### src/logic/dwp_defines.vh
`ifndef DWP_DEFINES_VH
`define DWP_DEFINES_VH
`define DWP_OFF_IND_KEY    8'h00
`define DWP_OFF_IND_PRE    8'h04
`define DWP_OFF_IND_RLD    8'h08
`define DWP_OFF_IND_CNT    8'h0C
`define DWP_OFF_WIN_CTRL   8'h10
`define DWP_OFF_WIN_CFG    8'h14
`define DWP_OFF_INT_STAT   8'h18
`define DWP_OFF_INT_MASK   8'h1C
`define DWP_OFF_DBG        8'h20
`define DWP_KEY_START      16'hCCCC
`define DWP_KEY_RELOAD     16'hAAAA
`define DWP_IND_RLD_RST    12'hFFF
`define DWP_IND_PRE_RST    3'h0
`define DWP_WIN_CNT_RST    7'h7F
`define DWP_WIN_WIN_RST    7'h7F
`define DWP_WIN_EWI_VAL    7'h40
`define DWP_WIN_TRIG_BIT   6
`define DWP_WIN_DIV        4096
`define DWP_BIT_IND_EXP    0
`define DWP_BIT_WIN_EWI    1
`define DWP_BIT_WIN_RST    2
`define DWP_STAT_W         3
`endif

### src/logic/dwp_top.v
// Decided for this implementation: the register offsets and the strobed register port.
`timescale 1ns/100ps
// Summary of operation
// - Independent watchdog counts down a twelve-bit value from its reload value.
// - Independent watchdog prescaler offers seven selectable division factors.
// - Independent watchdog is clocked from the dedicated low-speed oscillator.
// - Independent watchdog keeps counting in Stop and Standby states.
// - Expiry resets the system, or it runs as a free timer.
// - Start is by software key or by hardware option byte.
// - Independent watchdog counter can be frozen while the core is halted.
// - Window watchdog is a seven-bit down counter, may run free.
// - Window watchdog can reset the entire system.
// - Window watchdog runs from the main system clock.
// - Window watchdog raises an early warning interrupt before reset.
// - Window watchdog counter can be frozen while the core is halted.
// - Independent watchdog reset acts as a wake-up source from Standby.
`include "dwp_defines.vh"
module dwp_top #(
	parameter WIN_DIV = `DWP_WIN_DIV
) (
	input  wire        CLK,
	input  wire        SYS_RST,
	input  wire        LOW_SPEED_INTERNAL_OSC,
	input  wire        OPT_HW_START,
	input  wire        CORE_HALTED,
	input  wire        LOW_POWER,
	input  wire [7:0]  ADDR,
	input  wire [31:0] WDATA,
	input  wire        WR,
	input  wire        RD,
	output reg  [31:0] RDATA,
	output wire        IRQ,
	output reg         SYS_RESET_REQ,
	output reg         WAKEUP_REQ
);
	reg  [15:0] key_q;
	reg  [2:0]  pre_q;
	reg  [11:0] rld_q;
	reg  [11:0] ind_cnt_q;
	reg         ind_run_q;
	reg         ind_rst_en_q;
	reg         strap_done_q;
	reg  [6:0]  win_cnt_q;
	reg  [6:0]  win_win_q;
	reg         win_en_q;
	reg         win_rst_en_q;
	reg  [2:0]  stat_q;
	reg  [2:0]  mask_q;
	reg  [1:0]  dbg_q;
	reg         osc_prev_q;
	reg  [31:0] win_div_q;
	wire        osc_s;
	wire        osc_edge;
	wire        ind_tick;
	wire        win_tick;
	wire        ind_expire;
	wire        win_early;
	wire        win_fail;
	wire        wr_key;
	wire        wr_win;
	wire [2:0]  ev;
	wire        sel_rld_ok;

	function hit;
		input [7:0] a;
		input [7:0] off;
		begin
			hit = (a == off);
		end
	endfunction

	// The low-speed oscillator is a foreign clock, sampled as a pin.
	dwp_sync3 u_osc_sync (
		.CLK     (CLK),
		.SYS_RST (SYS_RST),
		.d       (LOW_SPEED_INTERNAL_OSC),
		.q       (osc_s)
	);

	always @(posedge CLK or posedge SYS_RST) begin
		if (SYS_RST) begin
			osc_prev_q <= 1'b0;
		end else begin
			osc_prev_q <= osc_s;
		end
	end

	// Counting follows oscillator edges only; LOW_POWER is not consulted.
	assign osc_edge = osc_s && !osc_prev_q && !(dbg_q[0] && CORE_HALTED);

	dwp_prescaler u_pre (
		.CLK     (CLK),
		.SYS_RST (SYS_RST),
		.en      (osc_edge && ind_run_q),
		.clr     (!ind_run_q),
		.sel     (pre_q),
		.tick    (ind_tick)
	);

	assign wr_key     = WR && hit(ADDR, `DWP_OFF_IND_KEY);
	assign wr_win     = WR && hit(ADDR, `DWP_OFF_WIN_CTRL);
	assign ind_expire = ind_tick && (ind_cnt_q == 12'h000);
	assign sel_rld_ok = wr_key && (WDATA[15:0] == `DWP_KEY_RELOAD);

	// Window counter prescale from the main clock.
	assign win_tick = win_en_q && !(dbg_q[1] && CORE_HALTED) && (win_div_q == WIN_DIV - 1);
	assign win_early = win_tick && (win_cnt_q == `DWP_WIN_EWI_VAL);
	// Fails on a tick with bit 6 already clear, or on a reload while enabled and above the window, except in the cycle of the early-warning tick.
	assign win_fail  = (win_tick && (win_cnt_q == `DWP_WIN_EWI_VAL))
		? 1'b0
		: ((win_tick && !win_cnt_q[`DWP_WIN_TRIG_BIT])
		|| (wr_win && win_en_q && (win_cnt_q > win_win_q)));

	assign ev  = {win_fail, win_early, ind_expire};
	assign IRQ = |(stat_q & mask_q);

	always @(posedge CLK or posedge SYS_RST) begin
		if (SYS_RST) begin
			win_div_q <= 32'h00000000;
		end else if (!win_en_q || win_tick) begin
			win_div_q <= 32'h00000000;
		end else if (!(dbg_q[1] && CORE_HALTED)) begin
			win_div_q <= win_div_q + 32'h00000001;
		end
	end

	always @(posedge CLK or posedge SYS_RST) begin
		if (SYS_RST) begin
			key_q        <= 16'h0000;
			pre_q        <= `DWP_IND_PRE_RST;
			rld_q        <= `DWP_IND_RLD_RST;
			ind_cnt_q    <= `DWP_IND_RLD_RST;
			ind_run_q    <= 1'b0;
			ind_rst_en_q <= 1'b1;
			strap_done_q <= 1'b0;
		end else begin
			// The option strap is caught after reset release.
			if (!strap_done_q) begin
				strap_done_q <= 1'b1;
				if (OPT_HW_START) begin
					ind_run_q <= 1'b1;
				end
			end
			if (WR && hit(ADDR, `DWP_OFF_IND_PRE)) begin
				pre_q        <= WDATA[2:0];
				ind_rst_en_q <= WDATA[8];
			end
			if (WR && hit(ADDR, `DWP_OFF_IND_RLD)) begin
				rld_q <= WDATA[11:0];
			end
			if (wr_key) begin
				key_q <= WDATA[15:0];
			end
			if (wr_key && (WDATA[15:0] == `DWP_KEY_START)) begin
				ind_run_q <= 1'b1;
				ind_cnt_q <= rld_q;
			end else if (sel_rld_ok) begin
				ind_cnt_q <= rld_q;
			end else if (ind_expire) begin
				ind_cnt_q <= rld_q;
			end else if (ind_tick) begin
				ind_cnt_q <= ind_cnt_q - 12'h001;
			end
		end
	end

	always @(posedge CLK or posedge SYS_RST) begin
		if (SYS_RST) begin
			win_cnt_q    <= `DWP_WIN_CNT_RST;
			win_win_q    <= `DWP_WIN_WIN_RST;
			win_en_q     <= 1'b0;
			win_rst_en_q <= 1'b0;
		end else begin
			if (WR && hit(ADDR, `DWP_OFF_WIN_CFG)) begin
				win_win_q    <= WDATA[6:0];
				win_rst_en_q <= WDATA[8];
			end
			if (wr_win) begin
				win_cnt_q <= WDATA[6:0];
				if (WDATA[7]) begin
					win_en_q <= 1'b1;
				end
			end else if (win_tick) begin
				win_cnt_q <= win_cnt_q - 7'h01;
			end
		end
	end

	always @(posedge CLK or posedge SYS_RST) begin
		if (SYS_RST) begin
			stat_q        <= 3'h0;
			mask_q        <= 3'h0;
			dbg_q         <= 2'h0;
			SYS_RESET_REQ <= 1'b0;
			WAKEUP_REQ    <= 1'b0;
		end else begin
			if (WR && hit(ADDR, `DWP_OFF_INT_MASK)) begin
				mask_q <= WDATA[2:0];
			end
			if (WR && hit(ADDR, `DWP_OFF_DBG)) begin
				dbg_q <= WDATA[1:0];
			end
			// A new event wins over a write-one clear in the same cycle.
			if (WR && hit(ADDR, `DWP_OFF_INT_STAT)) begin
				stat_q <= (stat_q & ~WDATA[2:0]) | ev;
			end else begin
				stat_q <= stat_q | ev;
			end
			SYS_RESET_REQ <= (ind_expire && ind_rst_en_q) || (win_fail && win_rst_en_q);
			WAKEUP_REQ    <= ind_expire && ind_rst_en_q && LOW_POWER;
		end
	end

	always @(posedge CLK or posedge SYS_RST) begin
		if (SYS_RST) begin
			RDATA <= 32'h00000000;
		end else if (RD) begin
			if (hit(ADDR, `DWP_OFF_IND_KEY)) begin
				RDATA <= {16'h0000, key_q};
			end else if (hit(ADDR, `DWP_OFF_IND_PRE)) begin
				RDATA <= {23'h000000, ind_rst_en_q, 4'h0, ind_run_q, pre_q};
			end else if (hit(ADDR, `DWP_OFF_IND_RLD)) begin
				RDATA <= {20'h00000, rld_q};
			end else if (hit(ADDR, `DWP_OFF_IND_CNT)) begin
				RDATA <= {20'h00000, ind_cnt_q};
			end else if (hit(ADDR, `DWP_OFF_WIN_CTRL)) begin
				RDATA <= {24'h000000, win_en_q, win_cnt_q};
			end else if (hit(ADDR, `DWP_OFF_WIN_CFG)) begin
				RDATA <= {23'h000000, win_rst_en_q, 1'b0, win_win_q};
			end else if (hit(ADDR, `DWP_OFF_INT_STAT)) begin
				RDATA <= {29'h00000000, stat_q};
			end else if (hit(ADDR, `DWP_OFF_INT_MASK)) begin
				RDATA <= {29'h00000000, mask_q};
			end else if (hit(ADDR, `DWP_OFF_DBG)) begin
				RDATA <= {30'h00000000, dbg_q};
			end else begin
				RDATA <= 32'h00000000;
			end
		end else begin
			RDATA <= 32'h00000000;
		end
	end
endmodule // dwp_top

### src/logic/dwp_sync3.v
`timescale 1ns/100ps
// Three-stage synchroniser; the output changes once stages two and three agree.
module dwp_sync3 (
	input  wire CLK,
	input  wire SYS_RST,
	input  wire d,
	output reg  q
);
	reg [2:0] s_q;

	always @(posedge CLK or posedge SYS_RST) begin
		if (SYS_RST) begin
			s_q <= 3'h0;
			q   <= 1'b0;
		end else begin
			s_q <= {s_q[1:0], d};
			if (s_q[1] == s_q[2]) begin
				q <= s_q[2];
			end
		end
	end
endmodule // dwp_sync3

### src/logic/dwp_prescaler.v
`timescale 1ns/100ps
// Divides a one-cycle enable by 4 << sel, sel clamped to 6, giving seven factors from 4 to 256.
module dwp_prescaler (
	input  wire       CLK,
	input  wire       SYS_RST,
	input  wire       en,
	input  wire       clr,
	input  wire [2:0] sel,
	output wire       tick
);
	reg  [7:0] cnt_q;
	wire [2:0] s;
	wire [7:0] lim;

	assign s    = (sel > 3'h6) ? 3'h6 : sel;
	assign lim  = (8'h04 << s) - 8'h01;
	assign tick = en && (cnt_q == lim);

	always @(posedge CLK or posedge SYS_RST) begin
		if (SYS_RST) begin
			cnt_q <= 8'h00;
		end else if (clr || tick) begin
			cnt_q <= 8'h00;
		end else if (en) begin
			cnt_q <= cnt_q + 8'h01;
		end
	end
endmodule // dwp_prescaler

### config.mk
export PLATFORM = sky130hd
export DESIGN_NAME = dwp_top
export DESIGN_NICKNAME = d
export VERILOG_FILES = /design/src/logic/dwp_top.v /design/src/logic/dwp_sync3.v /design/src/logic/dwp_prescaler.v
export VERILOG_INCLUDE_DIRS = /design/src /design/src/logic
export SDC_FILE = /design/constraint.sdc
export NUM_CORES = 1
export LEC_CHECK = 0
export ABC_CLOCK_PERIOD_IN_PS = 5820
export BUFFER_PORTS_ARGS = -buffer_cell sky130_fd_sc_hd__buf_2
export CAP_MARGIN = 20
export CORE_MARGIN = 5
export CORE_UTILIZATION = 60
export DETAILED_ROUTE_END_ITERATION = 12
export PLACE_DENSITY = 0.82
export SLEW_MARGIN = 10
export SYNTH_ARGS = -nofsm -noshare
export SYNTH_HDL_FRONTEND = slang
export SYNTH_SLANG_ARGS = --single-unit
export TNS_END_PERCENT = 20
### constraint.sdc
create_clock -name CLK -period 5.82 [get_ports CLK]
set_input_delay 0 -clock CLK [delete_from_list [all_inputs] [get_ports CLK]]
set_output_delay 0 -clock CLK [all_outputs]
set_load 0.01 [all_outputs]
# After elaboration in Yosys (flattened, before gate mapping)
# Cells that the tools add are included.
[word_totals]
output_inout_bits = 35
regBits = 149
elab_cells = 122
[classes]
bitwise = 5
n_addsub = 5
eq_ne = 16
reduce_logical = 45
n_mux = 26
shifts = 1
magnitude_cmp = 2
[ops]
columns = ["operator", "count"]
rows = [
  ["two-way mux 32 bit", 3],
  ["two-way mux 12 bit", 7],
  ["adder 32 x 1 -> 32 bit (second input constant)", 1],
  ["equality test 16 bit (second input constant)", 2],
  ["equality test 32 x 12 -> 1 bit (second input constant)", 1],
  ["equality test 8 x 5 -> 1 bit (second input constant)", 4],
  ["logical AND 1 bit", 26],
  ["two-way mux 9 bit", 2],
  ["equality test 8 x 4 -> 1 bit (second input constant)", 2],
  ["two-way mux 16 bit", 1],
  ["two-way mux 8 bit", 2],
  ["two-way mux 7 bit", 2],
  ["zero test 12 bit", 1],
  ["two-way mux 3 bit", 4],
  ["subtractor 12 x 1 -> 12 bit (second input constant)", 1],
  ["adder 8 x 1 -> 8 bit (second input constant)", 1],
  ["equality test 8 x 3 -> 1 bit (second input constant)", 1],
  ["equality test 8 x 6 -> 1 bit (second input constant)", 1],
  ["equality test 8 bit", 1],
  ["zero test 8 bit", 1],
  ["left shift 3 x 3 -> 8 bit (first input constant)", 1],
  ["subtractor 8 x 1 -> 8 bit (second input constant)", 1],
  ["equality test 7 bit (second input constant)", 1],
  ["greater-than comparator 7 bit", 1],
  ["15 further kinds", 32],
]

# Logic depth before layout (Yosys ltp)
# Gate-level depths: netlist of the first run.
[depth]
word_depth = 11
mapped_depth = 9
mapped_depth_nobuf = 8

# Cells and area by module
# From an unflattened synthesis of the first run, not the netlist that was laid out.
[unflattened]
cells_unflattened = 708
area_unflattened_um2 = 7073.0
[modules_own_cells]
columns = ["mod", "area_each_um2", "cells_each", "n_inst"]
rows = [
  ["dwp_top", 6388.6, 642, 1],
  ["dwp_prescaler", 569.3, 60, 1],
  ["dwp_sync3", 115.1, 6, 1],
]

# Worst setup path before layout of the first run
# Ideal clock, no wire load.
[synth_path]
kind = "reg-to-reg"
from = "reg win_div_q[5]"
to = "reg SYS_RESET_REQ"
path_buffers = 2
synth_period_minus_slack_ns = 2.309
arrival_time_ns = 2.187
setup_time_ns = 0.123
slack_ns = 3.511
path_stages_with_launch = 9
path_cell_list = "dfrtp_1 and4_4 and4_1 buf_4 or4b_1 buf_2 or4_4 a21oi_2 o21ai_1"
[synth_between]
elab_chain_cells = 7
[synth_lines]
columns = ["item", "line", "source"]
rows = [
  ["start: declaration", "dwp_top.v:51", "reg [31:0] win_div_q;"],
  ["start signal: assignment", "dwp_top.v:123", "win_div_q <= win_div_q + 32'h00000001;"],
  ["equality test 32 x 12 -> 1 bit *", "dwp_top.v:106", "assign win_tick = win_en_q && !(dbg_q[1] && CORE_HALTED) && (win_div_q == WIN_DIV - 1);"],
  ["logical AND 1 bit *", "dwp_top.v:106", ""],
  ["logical AND 1 bit", "dwp_top.v:111", ": ((win_tick && !win_cnt_q[`DWP_WIN_TRIG_BIT])"],
  ["logical OR 1 bit", "dwp_top.v:111", ""],
  ["two-way mux 1 bit *", "dwp_top.v:109", "assign win_fail = (win_tick && (win_cnt_q == `DWP_WIN_EWI_VAL))"],
  ["logical AND 1 bit *", "dwp_top.v:209", "SYS_RESET_REQ <= (ind_expire && ind_rst_en_q) || (win_fail && win_rst_en_q);"],
  ["logical OR 1 bit *", "dwp_top.v:209", ""],
  ["end signal: assignment", "dwp_top.v:209", ""],
  ["end: declaration", "dwp_top.v:33", "output reg SYS_RESET_REQ,"],
]
# Mark *: on every way between the ends. The rest lies on a longest branch, timed or not.
# A chain may end at the register's enable or synchronous reset.

# Worst setup path in the final report of the first run
[layout_path]
from = "reg ind_cnt_q[0]"
to = "reg ind_cnt_q[1]"
[layout_between]
elab_chain_cells = 5
[layout_lines]
columns = ["item", "line", "source"]
rows = [
  ["start: declaration", "dwp_top.v:39", "reg [11:0] ind_cnt_q;"],
  ["start signal: assignment", "dwp_top.v:132", "ind_cnt_q <= `DWP_IND_RLD_RST;"],
  ["start signal: assignment", "dwp_top.v:156", "ind_cnt_q <= rld_q;"],
  ["start signal: assignment", "dwp_top.v:158", "ind_cnt_q <= rld_q;"],
  ["subtractor 12 x 1 -> 12 bit / zero test 12 bit (equally long branches)", "dwp_top.v:162, dwp_top.v:102", ""],
  ["two-way mux 12 bit / logical AND 1 bit (equally long branches)", "dwp_top.v:161, dwp_top.v:102", ""],
  ["two-way mux 12 bit", "dwp_top.v:159", "end else if (ind_expire) begin"],
  ["two-way mux 12 bit", "dwp_top.v:157", "end else if (sel_rld_ok) begin"],
  ["two-way mux 12 bit", "dwp_top.v:154", "if (wr_key && (WDATA[15:0] == `DWP_KEY_START)) begin"],
]
# Several ways; a longest one is shown, not always the timed one. The select of a mux whose other input is x is not followed.

==> impl_metrics.tcl, run 1 <==
set metrics [dict create \
    status "finished, final reports clean" \
    area_delta_synth_final_pct 18.0 \
    finalHoldViolations 0 \
    drive_above_1_share_pct 22.5 \
    power_frac_clock_pct 49.4 \
    total_leakage_power_uw 0.00369 \
    yosysUniqueCellTypes 71 \
    synth-edff-count 0 \
    path_delay_family "simple AND/OR/NAND/NOR gates" \
    dieArea_um2 14000 \
    io_buffers 50 \
    ys_seq_area_share_pct 48.0 \
    cts_tree "done" \
    max_cap_violations 0 \
    p_per_area_nw_per_um2 309 \
    cts_resized 0 \
    max_stage_delay_ns 0.52 \
    synth_ff_type "dfrtp_1" \
    synth_most_common_cell "dfrtp_1" \
    final_area_um2 8300 \
    synth_top_area_share_pct 33.5 \
    drtAntennaViolNets 0 \
    grt_pass1_wl_um 30700 \
    numCtsBuffers 17 \
    worst_pin_slew_ns 1.13 \
    place_inst 873 \
    crit_path_end_kind "flop" \
    initial_core_util_pct 61.3 \
    via_per_inst 6.44 \
    synth.avg_cell_area_um2 9.97 \
    rsz0062_at_grt "false" \
    max_freq_mhz 340 \
    ys_warn_count 0 \
    totalWireLength_um 18700 \
    drc_errors 0 \
    insertion_delay_ns 0.42 \
    setup_violations 0 \
    cp.required_ns 6.17 \
    die_h_um 118 \
    grt_pass1_vias 6068 \
    grt_max_degree 84 \
    async_flop_share_pct 100 \
    pre_cts_ws_ns 2.85 \
    fp.dieW_um 118 \
    drtPass1Iterations 6 \
    synth_area_leaders "dfrtp_1, dfstp_2, mux2_2" \
    cpMaxStageDelayCell "nor3b_1" \
    ys_ff_latch 133 \
    min_period_ns 2.94 \
    setup_tns_ns 0 \
    power_frac_seq_pct 40.6 \
    path_cells "inv_1 > ha_1 > nor3b_1 > and3_1 > and2_0 > a31oi_1 > or2_0 > a31o_2" \
    antenna_found_initial 2 \
    gp_congestion 0.910 \
    num_rows 39 \
    final_net_count 834 \
    synth_common_cells "dfrtp_1, nand2_1, nor2_1" \
    cts_root_buf "clkbuf_16" \
    cts_buffer_depth 2 \
    cts_sinks 133 \
    crit_type "reg2reg" \
    vdd_drop_max_mv 0.342 \
    min_path_type "in2reg" \
    cp.arrival_ns 3.29 \
    syn_area_um2 7030 \
    htree_levels 4 \
    critPathLaunchType "flop" \
    dp.final_hpwl_um 12000 \
    finalNonFillerCells 933 \
    worst_slew_margin_rel_pct 24.0 \
    clk_pin_slew_ns 0.06 \
    gr-total-overflow 0 \
    setup_slack_ns 2.88 \
    ios 83 \
    worstPathMaxFanout 7 \
    vias 6004 \
    holdWs_ns 0.0605 \
    grtUsageTotal_pct 27.1 \
    wire_per_inst_um 20.0 \
    drt_first_iter_violations 685 \
    synthCells 705 \
    coreArea_um2 11500 \
    slew_viol_final 0 \
    sw_frac_of_total_pct 24.0 \
    p_int_uw 1950 \
    power_switching_uw 616 \
    p_comb_share_pct 10.0 \
    synth_top_cell_by_area "dfrtp_1" \
    period_share_pct 50.5 \
    place_area_um2 7310 \
    cp.buffers_inverters 1 \
    fin_worst_skew_ns 0.00605 \
]
==> timing repair <==
action,in CTS,in global routing
hold endpoints to repair,91,0
setup buffers,0,0
hold buffers,23,0
==> state kept, by name, indices dropped and copies added (netlist names) <==
register,flops
ind_cnt_q,12
win_win_q,7
win_en_q,1
mask_q,3
win_cnt_q,7
u_pre.cnt_q,8
osc_prev_q,1
win_rst_en_q,1
SYS_RESET_REQ,1
u_osc_sync.s_q,3
pre_q,3
WAKEUP_REQ,1
strap_done_q,1
rld_q,12
ind_run_q,1
key_q,16
stat_q,3
u_osc_sync.q,1
RDATA,16
dbg_q,2
win_div_q,32
ind_rst_en_q,1
==> tightest hold or removal path, delay by kind of cell <==
family          cells  cell delay (ns)
compound gates      1             0.12
simple gates        1             0.12
buf+inv             1             0.20
==> final timing paths <==
| check | startpoint | to | slack, ns | cells past startpoint |
|---|---|---|---|---|
| setup / recovery | ind_cnt_q[0] | ind_cnt_q[1] | 2.88 | 8 |
| hold / removal | WR | stat_q[0] | 0.06 | 3 |
| setup reg to reg | ind_cnt_q[0] | ind_cnt_q[1] | 2.88 | 8 |
| hold reg to reg | u_osc_sync.s_q[0] | u_osc_sync.s_q[1] | 0.36 | 0 |
| max in group asynchronous | SYS_RST | rld_q[9] | 4.31 | 5 |
| min in group asynchronous | SYS_RST | win_div_q[22] | 0.22 | 3 |
==> power groups by stage <==
stage | Sequential (µW) | Combinational, µW | Clock [µW]
6_report | 1040 | 256 | 1270
5_1_grt | 1050 | 281 | 1310
4_1_cts | 1040 | 247 | 1270
3_5_place_dp | 1050 | 232 | 0
3_3_place_gp | 1050 | 219 | 0
2_1_floorplan | 1030 | 181 | 0
==> routing by layer <==
| layer | vias up | track usage, % | part of all wire [%] |
|---|---|---|---|
| met5 | - | 0 | 0.070 |
| met4 | 2 | 14.0 | 4.5 |
| met3 | 86 | 6.35 | 8.3 |
| met2 | 331 | 44.3 | 49 |
| met1 | 2946 | 33.6 | 38 |
| li1 | 2639 | - | - |
==> cells by family (layout without fill, tap and decap cells) <==
family          Yosys count  after routing  share of synthesized area, %
compound gates          119            119                          10.9
simple gates            266            266                          19.4
flops                   133            133                          48.0
mux                      61             61                          9.61
fa+ha+maj                12             12                          2.10
xor+xnor                 40             40                          4.98
other cells               2             19                         0.107
buf+inv                  72            140                          4.84
==> area by class of cell <==
cell class | instances | area, µm²
diodes | 2 | 5.00
flip-flops and latches | 133 | 3380
fillers | 736 | 3170
well taps | 143 | 179
multi-input cells | 515 | 3370
inverters | 29 | 111
clock buffers | 19 | 443
repair buffers | 79 | 558
clock inverters | 13 | 253
==> per-stage QoR <==
step	power (µW)	util, %
3_3_place_gp	1270	63.7
2_1_floorplan	1220	-
4_1_cts	2550	71.8
6_report	2560	72.3
3_5_place_dp	1280	63.7
5_1_grt	2640	72.3
==> placed cells by master, fill, tap and decap left out, drive strengths merged, types with 26 or more instances in the layout <==
cell type	count
buf	55
dfrtp	94
dfstp	39
inv	28
mux2	42
nand2	65
nand4	26
nor2	62
o21ai	46
Power figures use the tool's default switching activity.
==> run 2, diff against run 1 <==
ABC_AREA = 1   (was default)
ABC_CLOCK_PERIOD_IN_PS = 2700   (was 5820)
CORE_UTILIZATION = 54   (was 60)
PLACE_DENSITY = 0.77   (was 0.82)
clock period = 2.7 ns   (was 5.82 ns; I/O delays follow)
==> impl_metrics.tcl, run 2 <==
set metrics [dict create \
    setup_tns_ns 0 \
    ys_ff_latch 133 \
    critPathLaunchType "flop" \
    timing.rr.start "win_div_q[0]" \
    dieArea_um2 16600 \
    synth_common_cells "nand2_1, inv_1, nor2_1" \
    cp.buffers_inverters 3 \
    hold_start "ADDR[4]" \
    drive_above_1_share_pct 15.2 \
    synth_area_leaders "dfrtp_1, dfstp_2, nand2_1" \
    ff2ff_setup_slack_ns 0.47 \
    grt_pass1_vias 6661 \
    grtUsageTotal_pct 24.7 \
    final_common_cell "nand2_1" \
    max_cap_violations 0 \
    totalWireLength_um 19500 \
    post_cts_buffers 0 \
    cp.required_ns 3.00 \
    finalNonFillerCells 1282 \
    fp.dieW_um 129 \
    gp_congestion 0.923 \
    ys_warn_count 0 \
    antenna_found_initial 0 \
    reg.largest.list "win_div_q x32, RDATA x16, key_q x16" \
    ys_seq_area_share_pct 44.3 \
    via_per_inst 5.52 \
    r2r_cells 10 \
    place_inst 1232 \
    min_path_type "in2reg" \
    status "finished, final reports clean" \
    crit_path_end_kind "flop" \
    yosysUniqueCellTypes 43 \
    drtAntennaViolNets 0 \
    setup_slack_ns 0.468 \
    fin_worst_skew_ns 0.00762 \
    hold_path_depth 4 \
    layout_common_cells "nand2_1, inv_1, nor2_1" \
    cts_tree "done" \
    largest_register "win_div_q" \
    drtPass1Iterations 8 \
    crit_start "win_div_q[0]" \
    initial_core_util_pct 54.9 \
    pre_cts_ws_ns 0.571 \
    rr_endpoint "win_div_q[24]" \
    worst_pin_slew_ns 0.879 \
    p_per_area_nw_per_um2 699 \
    io_buffers 50 \
    die_h_um 129 \
    worstPathMaxFanout 17 \
    fillers 1205 \
    numCtsBuffers 17 \
    cts_root_buf "clkbuf_16" \
    final_net_count 1148 \
    synth_ff_type "dfrtp_1" \
    synth_most_common_cell "nand2_1" \
    critPathMostFrequentCell "inv_2" \
    insertion_delay_ns 0.44 \
    p_total_uw 6150 \
    async_flop_share_pct 100 \
    grt_max_degree 45 \
    min_to "dbg_q[1]" \
    synth-edff-count 0 \
    drc_errors 0 \
    setup_violations 0 \
    max_stage_delay_ns 0.39 \
    crit_type "reg2reg" \
    drt_first_iter_violations 641 \
    cp.arrival_ns 2.53 \
    synthCells 1014 \
    rsz0062_at_grt "false" \
    total_leakage_power_uw 0.00416 \
    path_delay_family "simple AND/OR/NAND/NOR gates" \
    gr-total-overflow 0 \
    num_rows 43 \
    htree_levels 4 \
    cpMaxStageDelayCell "dfrtp_1" \
    synth_top_area_share_pct 30.8 \
    grt_pass1_wl_um 32600 \
    max_freq_mhz 448 \
    largest_reg_flops 32 \
    vdd_drop_max_mv 0.557 \
    diodes 0 \
    min_period_ns 2.23 \
    dp.final_hpwl_um 14000 \
    cts_sinks 133 \
    synth_top_cell_by_area "dfrtp_1" \
    area_delta_synth_final_pct 15.5 \
    slew_viol_final 0 \
    coreArea_um2 13900 \
    syn_area_um2 7630 \
    worst_slew_margin_rel_pct 41.3 \
    holdWs_ns 0.0222 \
    clk_pin_slew_ns 0.06 \
    cts_buffer_depth 2 \
    vias 7081 \
    synth.avg_cell_area_um2 7.52 \
    wire_per_inst_um 15.2 \
    path_cells "ha_1 > inv_1 > nor2_1 > nand3_1 > inv_2 > nand3_2 > nand2_4 > inv_2 > nand4_1 > o21ai_0" \
    finalHoldViolations 0 \
    period_share_pct 82.7 \
    ios 83 \
]
-- run 2: cell count changes after synthesis, sizes merged, moves of 11 or more --
cell / delta
a21oi: +15
and3: -14
clkbuf: -13
inv: +103
mux2: -42
mux2i: -18
nand2: +187
nand3: +46
nor2: +58
nor3: +24
o21ai: +46
xnor2: -14
xor2: -11
-- run 2: final cells by class --
class / instances / area (µm²) / share of cell area, %
flip-flops and latches: 133 / 3380 / 38.3
inverters: 132 / 500 / 5.68
clock buffers: 18 / 439 / 4.99
multi-input cells: 729 / 3580 / 40.6
clock inverters: 14 / 173 / 1.96
repair buffers: 76 / 515 / 5.85
well taps: 180 / 225 / 2.56
-- run 2: stage by stage --
stage / area [µm²] / util, %
final: 8810 / 63.4
after global routing: 8810 / 63.4
after CTS: 8810 / 63.4
after detailed placement: 8010 / 57.7
after global placement: 8010 / 57.7
after floorplan: 7690 / -
-- run 2: repair_timing --
action | CTS | global route
hold buffers | 18 | 0
endpoints found under the hold margin | 53 | 0
endpoints found under the setup margin | 0 | 0
resized for setup | 0 | 0
-- run 2: per-layer routing --
layer  up-vias  global-route usage [%]  wire, µm  part of all wire [%]
li1       3448                       -         -                     -
met3        44                    5.52      1480                   7.6
met2       275                    40.1      9160                    47
met4         0                    7.47       380                   1.9
met1      3314                    33.3      8500                    44
met5         -                       0         0                     0
-- run 2: cells by family (layout without fill, tap and decap cells) --
| logic type | after synthesis | count (layout) | synth area share [%] |
|---|---|---|---|
| simple gates | 528 | 528 | 30.8 |
| buf+inv | 167 | 240 | 9.58 |
| compound gates | 157 | 157 | 11.6 |
| flops | 133 | 133 | 44.3 |
| xor+xnor | 15 | 15 | 1.72 |
| fa+ha+maj | 12 | 12 | 1.94 |
| other cells | 2 | 17 | 0.0985 |
-- run 2: where the power goes --
part           internal (µW)  switching (µW)  total, µW
registers               2300             290       2590
logic                    466             681       1150
clock network           1480             931       2420
-- run 2: worst min-delay path, stage by stage --
cell and delay (ns):
buf_2 0.10, nor3_1 0.08, nand3_1 0.13, o21ai_0 0.09
-- run 2: how the worst max path moves through the flow --
| stage | to | cells after the start |
|---|---|---|
| 2_1_floorplan | win_div_q[16] | 11 |
| 3_3_place_gp | win_div_q[24] | 10 |
| 3_5_place_dp | win_div_q[24] | 10 |
| 4_1_cts | win_div_q[24] | 10 |
| 5_1_grt | win_div_q[24] | 10 |
| 6_report | win_div_q[24] | 10 |
==> run 3, diff against run 2 <==
ABC_CLOCK_PERIOD_IN_PS = 1920   (was 2700)
clock period = 1.92 ns   (was 2.7 ns; I/O delays follow)
==> impl_metrics.tcl, run 3 (same netlist as run 2, synthesis figures left out) <==
set metrics [dict create \
    status "finished, final reports clean" \
    drive_above_1_share_pct 19.5 \
    drt_first_iter_violations 681 \
    antenna_found_initial 0 \
    p_per_area_nw_per_um2 946 \
    p_comb_share_pct 20.5 \
    area_delta_synth_final_pct 19.7 \
    timing.rr.start "win_div_q[0]" \
    cp.required_ns 2.23 \
    htree_levels 4 \
    cts_sinks 133 \
    crit_cells 10 \
    gr-total-overflow 0 \
    grt_max_degree 49 \
    multiInputGateArea_um2 3640 \
    min_path_type "in2reg" \
    cpMaxStageDelayCell "dfrtp_1" \
    slew_viol_final 0 \
    cts_root_buf "clkbuf_16" \
    clk_pin_slew_ns 0.06 \
    crit_path_end "win_div_q[18]" \
    seqCellArea_um2 3380 \
    fin_worst_skew_ns 0.00794 \
    r2r_cells 10 \
    die_h_um 129 \
    setup_violations 0 \
    crit_type "reg2reg" \
    cts_buffer_depth 2 \
    path_delay_family "simple AND/OR/NAND/NOR gates" \
    diodes 0 \
    worstPathMaxFanout 15 \
    power_frac_clock_pct 37.5 \
    totalWireLength_um 20300 \
    vdd_drop_max_mv 0.616 \
    final_area_um2 9130 \
    largest_reg_flops 32 \
    largest_register "win_div_q" \
    final_common_cell "nand2_1" \
    drc_errors 0 \
    max_cap_violations 0 \
    cp.arrival_ns 2.09 \
    grtUsageTotal_pct 25.5 \
    drtAntennaViolNets 0 \
    ios 83 \
    ff2ff_setup_slack_ns 0.14 \
    via_per_inst 5.41 \
    hold_start "WR" \
    p_total_uw 8640 \
    final_net_count 1184 \
    vias 7125 \
    crit_start "win_div_q[0]" \
    cts_tree "done" \
    wire_per_inst_um 15.4 \
    dieArea_um2 16600 \
    num_rows 43 \
    min_period_ns 1.78 \
    crit_path_end_kind "flop" \
    grt_pass1_vias 6725 \
    fp.dieW_um 129 \
    p_int_uw 5910 \
    reg.largest.list "win_div_q x32, RDATA x16, key_q x16" \
    drtPass1Iterations 5 \
    grt_pass1_wl_um 33400 \
    rsz0062_at_grt "true" \
    cp.buffers_inverters 3 \
    initial_core_util_pct 54.9 \
    hold_path_depth 4 \
    coreArea_um2 13900 \
    sw_frac_of_total_pct 31.6 \
    fillers 1161 \
    power_switching_uw 2720 \
    rr_endpoint "win_div_q[18]" \
    place_area_um2 8270 \
    io_buffers 50 \
    worst_slew_margin_rel_pct 56.9 \
    numCtsBuffers 17 \
    power_frac_seq_pct 42.0 \
    max_stage_delay_ns 0.37 \
    finalHoldViolations 0 \
    insertion_delay_ns 0.43 \
    critPathLaunchType "flop" \
    worst_pin_slew_ns 0.645 \
    period_share_pct 92.8 \
    path_cells "ha_1 > inv_1 > nor2_2 > nand3_2 > inv_2 > nand3_4 > nand2_4 > buf_4 > a21oi_1 > o21a_1" \
    dp.final_hpwl_um 14600 \
    layout_common_cells "nand2_1, inv_1, nor2_1" \
    total_leakage_power_uw 0.00431 \
    max_freq_mhz 561 \
    gp_congestion 0.894 \
]
-- run 3: changes by cell type in the layout (fill, tap and decap cells not counted), moves of 5 or more --
cell	before	now
clkinv_4	1	6
nor2_2	6	11
nand2_1	247	242
buf_4	6	41
nor2_1	109	104
nand2_2	4	9
-- run 3: repair_timing --
item                                    CTS  global route
endpoints found under the setup margin    0            62
buffers inserted                          0             4
hold buffers                             18             0
gates resized for setup                   0            25
hold endpoints to repair                 47             0
-- run 3: power by group through the flow --
stage | Combinational (µW) | Sequential, µW | Clock [µW]
6_report | 1770 | 3630 | 3240
5_1_grt | 2020 | 3670 | 3410
4_1_cts | 1720 | 3610 | 3260
3_5_place_dp | 1670 | 3650 | 0
3_3_place_gp | 1630 | 3640 | 0
2_1_floorplan | 1310 | 3520 | 0
-- run 3: layout make-up --
| class | instances | share of cell area, % |
|---|---|---|
| Multi-Input combinational cell | 729 | 39.8 |
| Sequential cell | 133 | 37.0 |
| Timing Repair Buffer | 112 | 8.75 |
| Inverter | 132 | 5.51 |
| Clock buffer | 18 | 4.70 |
| Tap cell | 180 | 2.47 |
| Clock inverter | 14 | 1.70 |
-- run 3: metrics by stage --
step	setup slack, ns	util, %	hold slack, ns	TNS [ns]	cells
after floorplan	0.221	-	0.0314	0	1029
after global placement	0.0872	59.6	0.119	0	1264
after detailed placement	0.0193	59.6	0.113	0	1264
after CTS	0.0144	65.1	0.00738	0	1314
after global routing	-0.0244	65.8	0.0396	-0.0478	1318
final	0.138	65.8	0.0268	0	1318
-- run 3: how the worst min path moves through the flow --
stage	endpoint	slack, ns
floorplan	u_osc_sync.s_q[0]	0.03
global placement	win_div_q[2]	0.12
detailed placement	u_osc_sync.s_q[0]	0.11
CTS	dbg_q[0]	0.007
global route	dbg_q[0]	0.04
finish	stat_q[0]	0.03
-- run 3: metal layers --
| metal | vias to the layer above | track usage, % | routed length, µm |
|---|---|---|---|
| met1 | 3298 | 35.0 | 9070 |
| met4 | 0 | 8.40 | 489 |
| met5 | - | 0 | 0 |
| met3 | 42 | 5.77 | 1350 |
| met2 | 276 | 40.3 | 9430 |
| li1 | 3509 | - | - |
-- run 3: worst register-to-register path: stages, from the launching register on --
cell and delay, ns:
dfrtp_1 0.37, ha_1 0.18, inv_1 0.07, nor2_2 0.16
nand3_2 0.15, inv_2 0.10, nand3_4 0.14, nand2_4 0.11
buf_4 0.21, a21oi_1 0.07, o21a_1 0.11
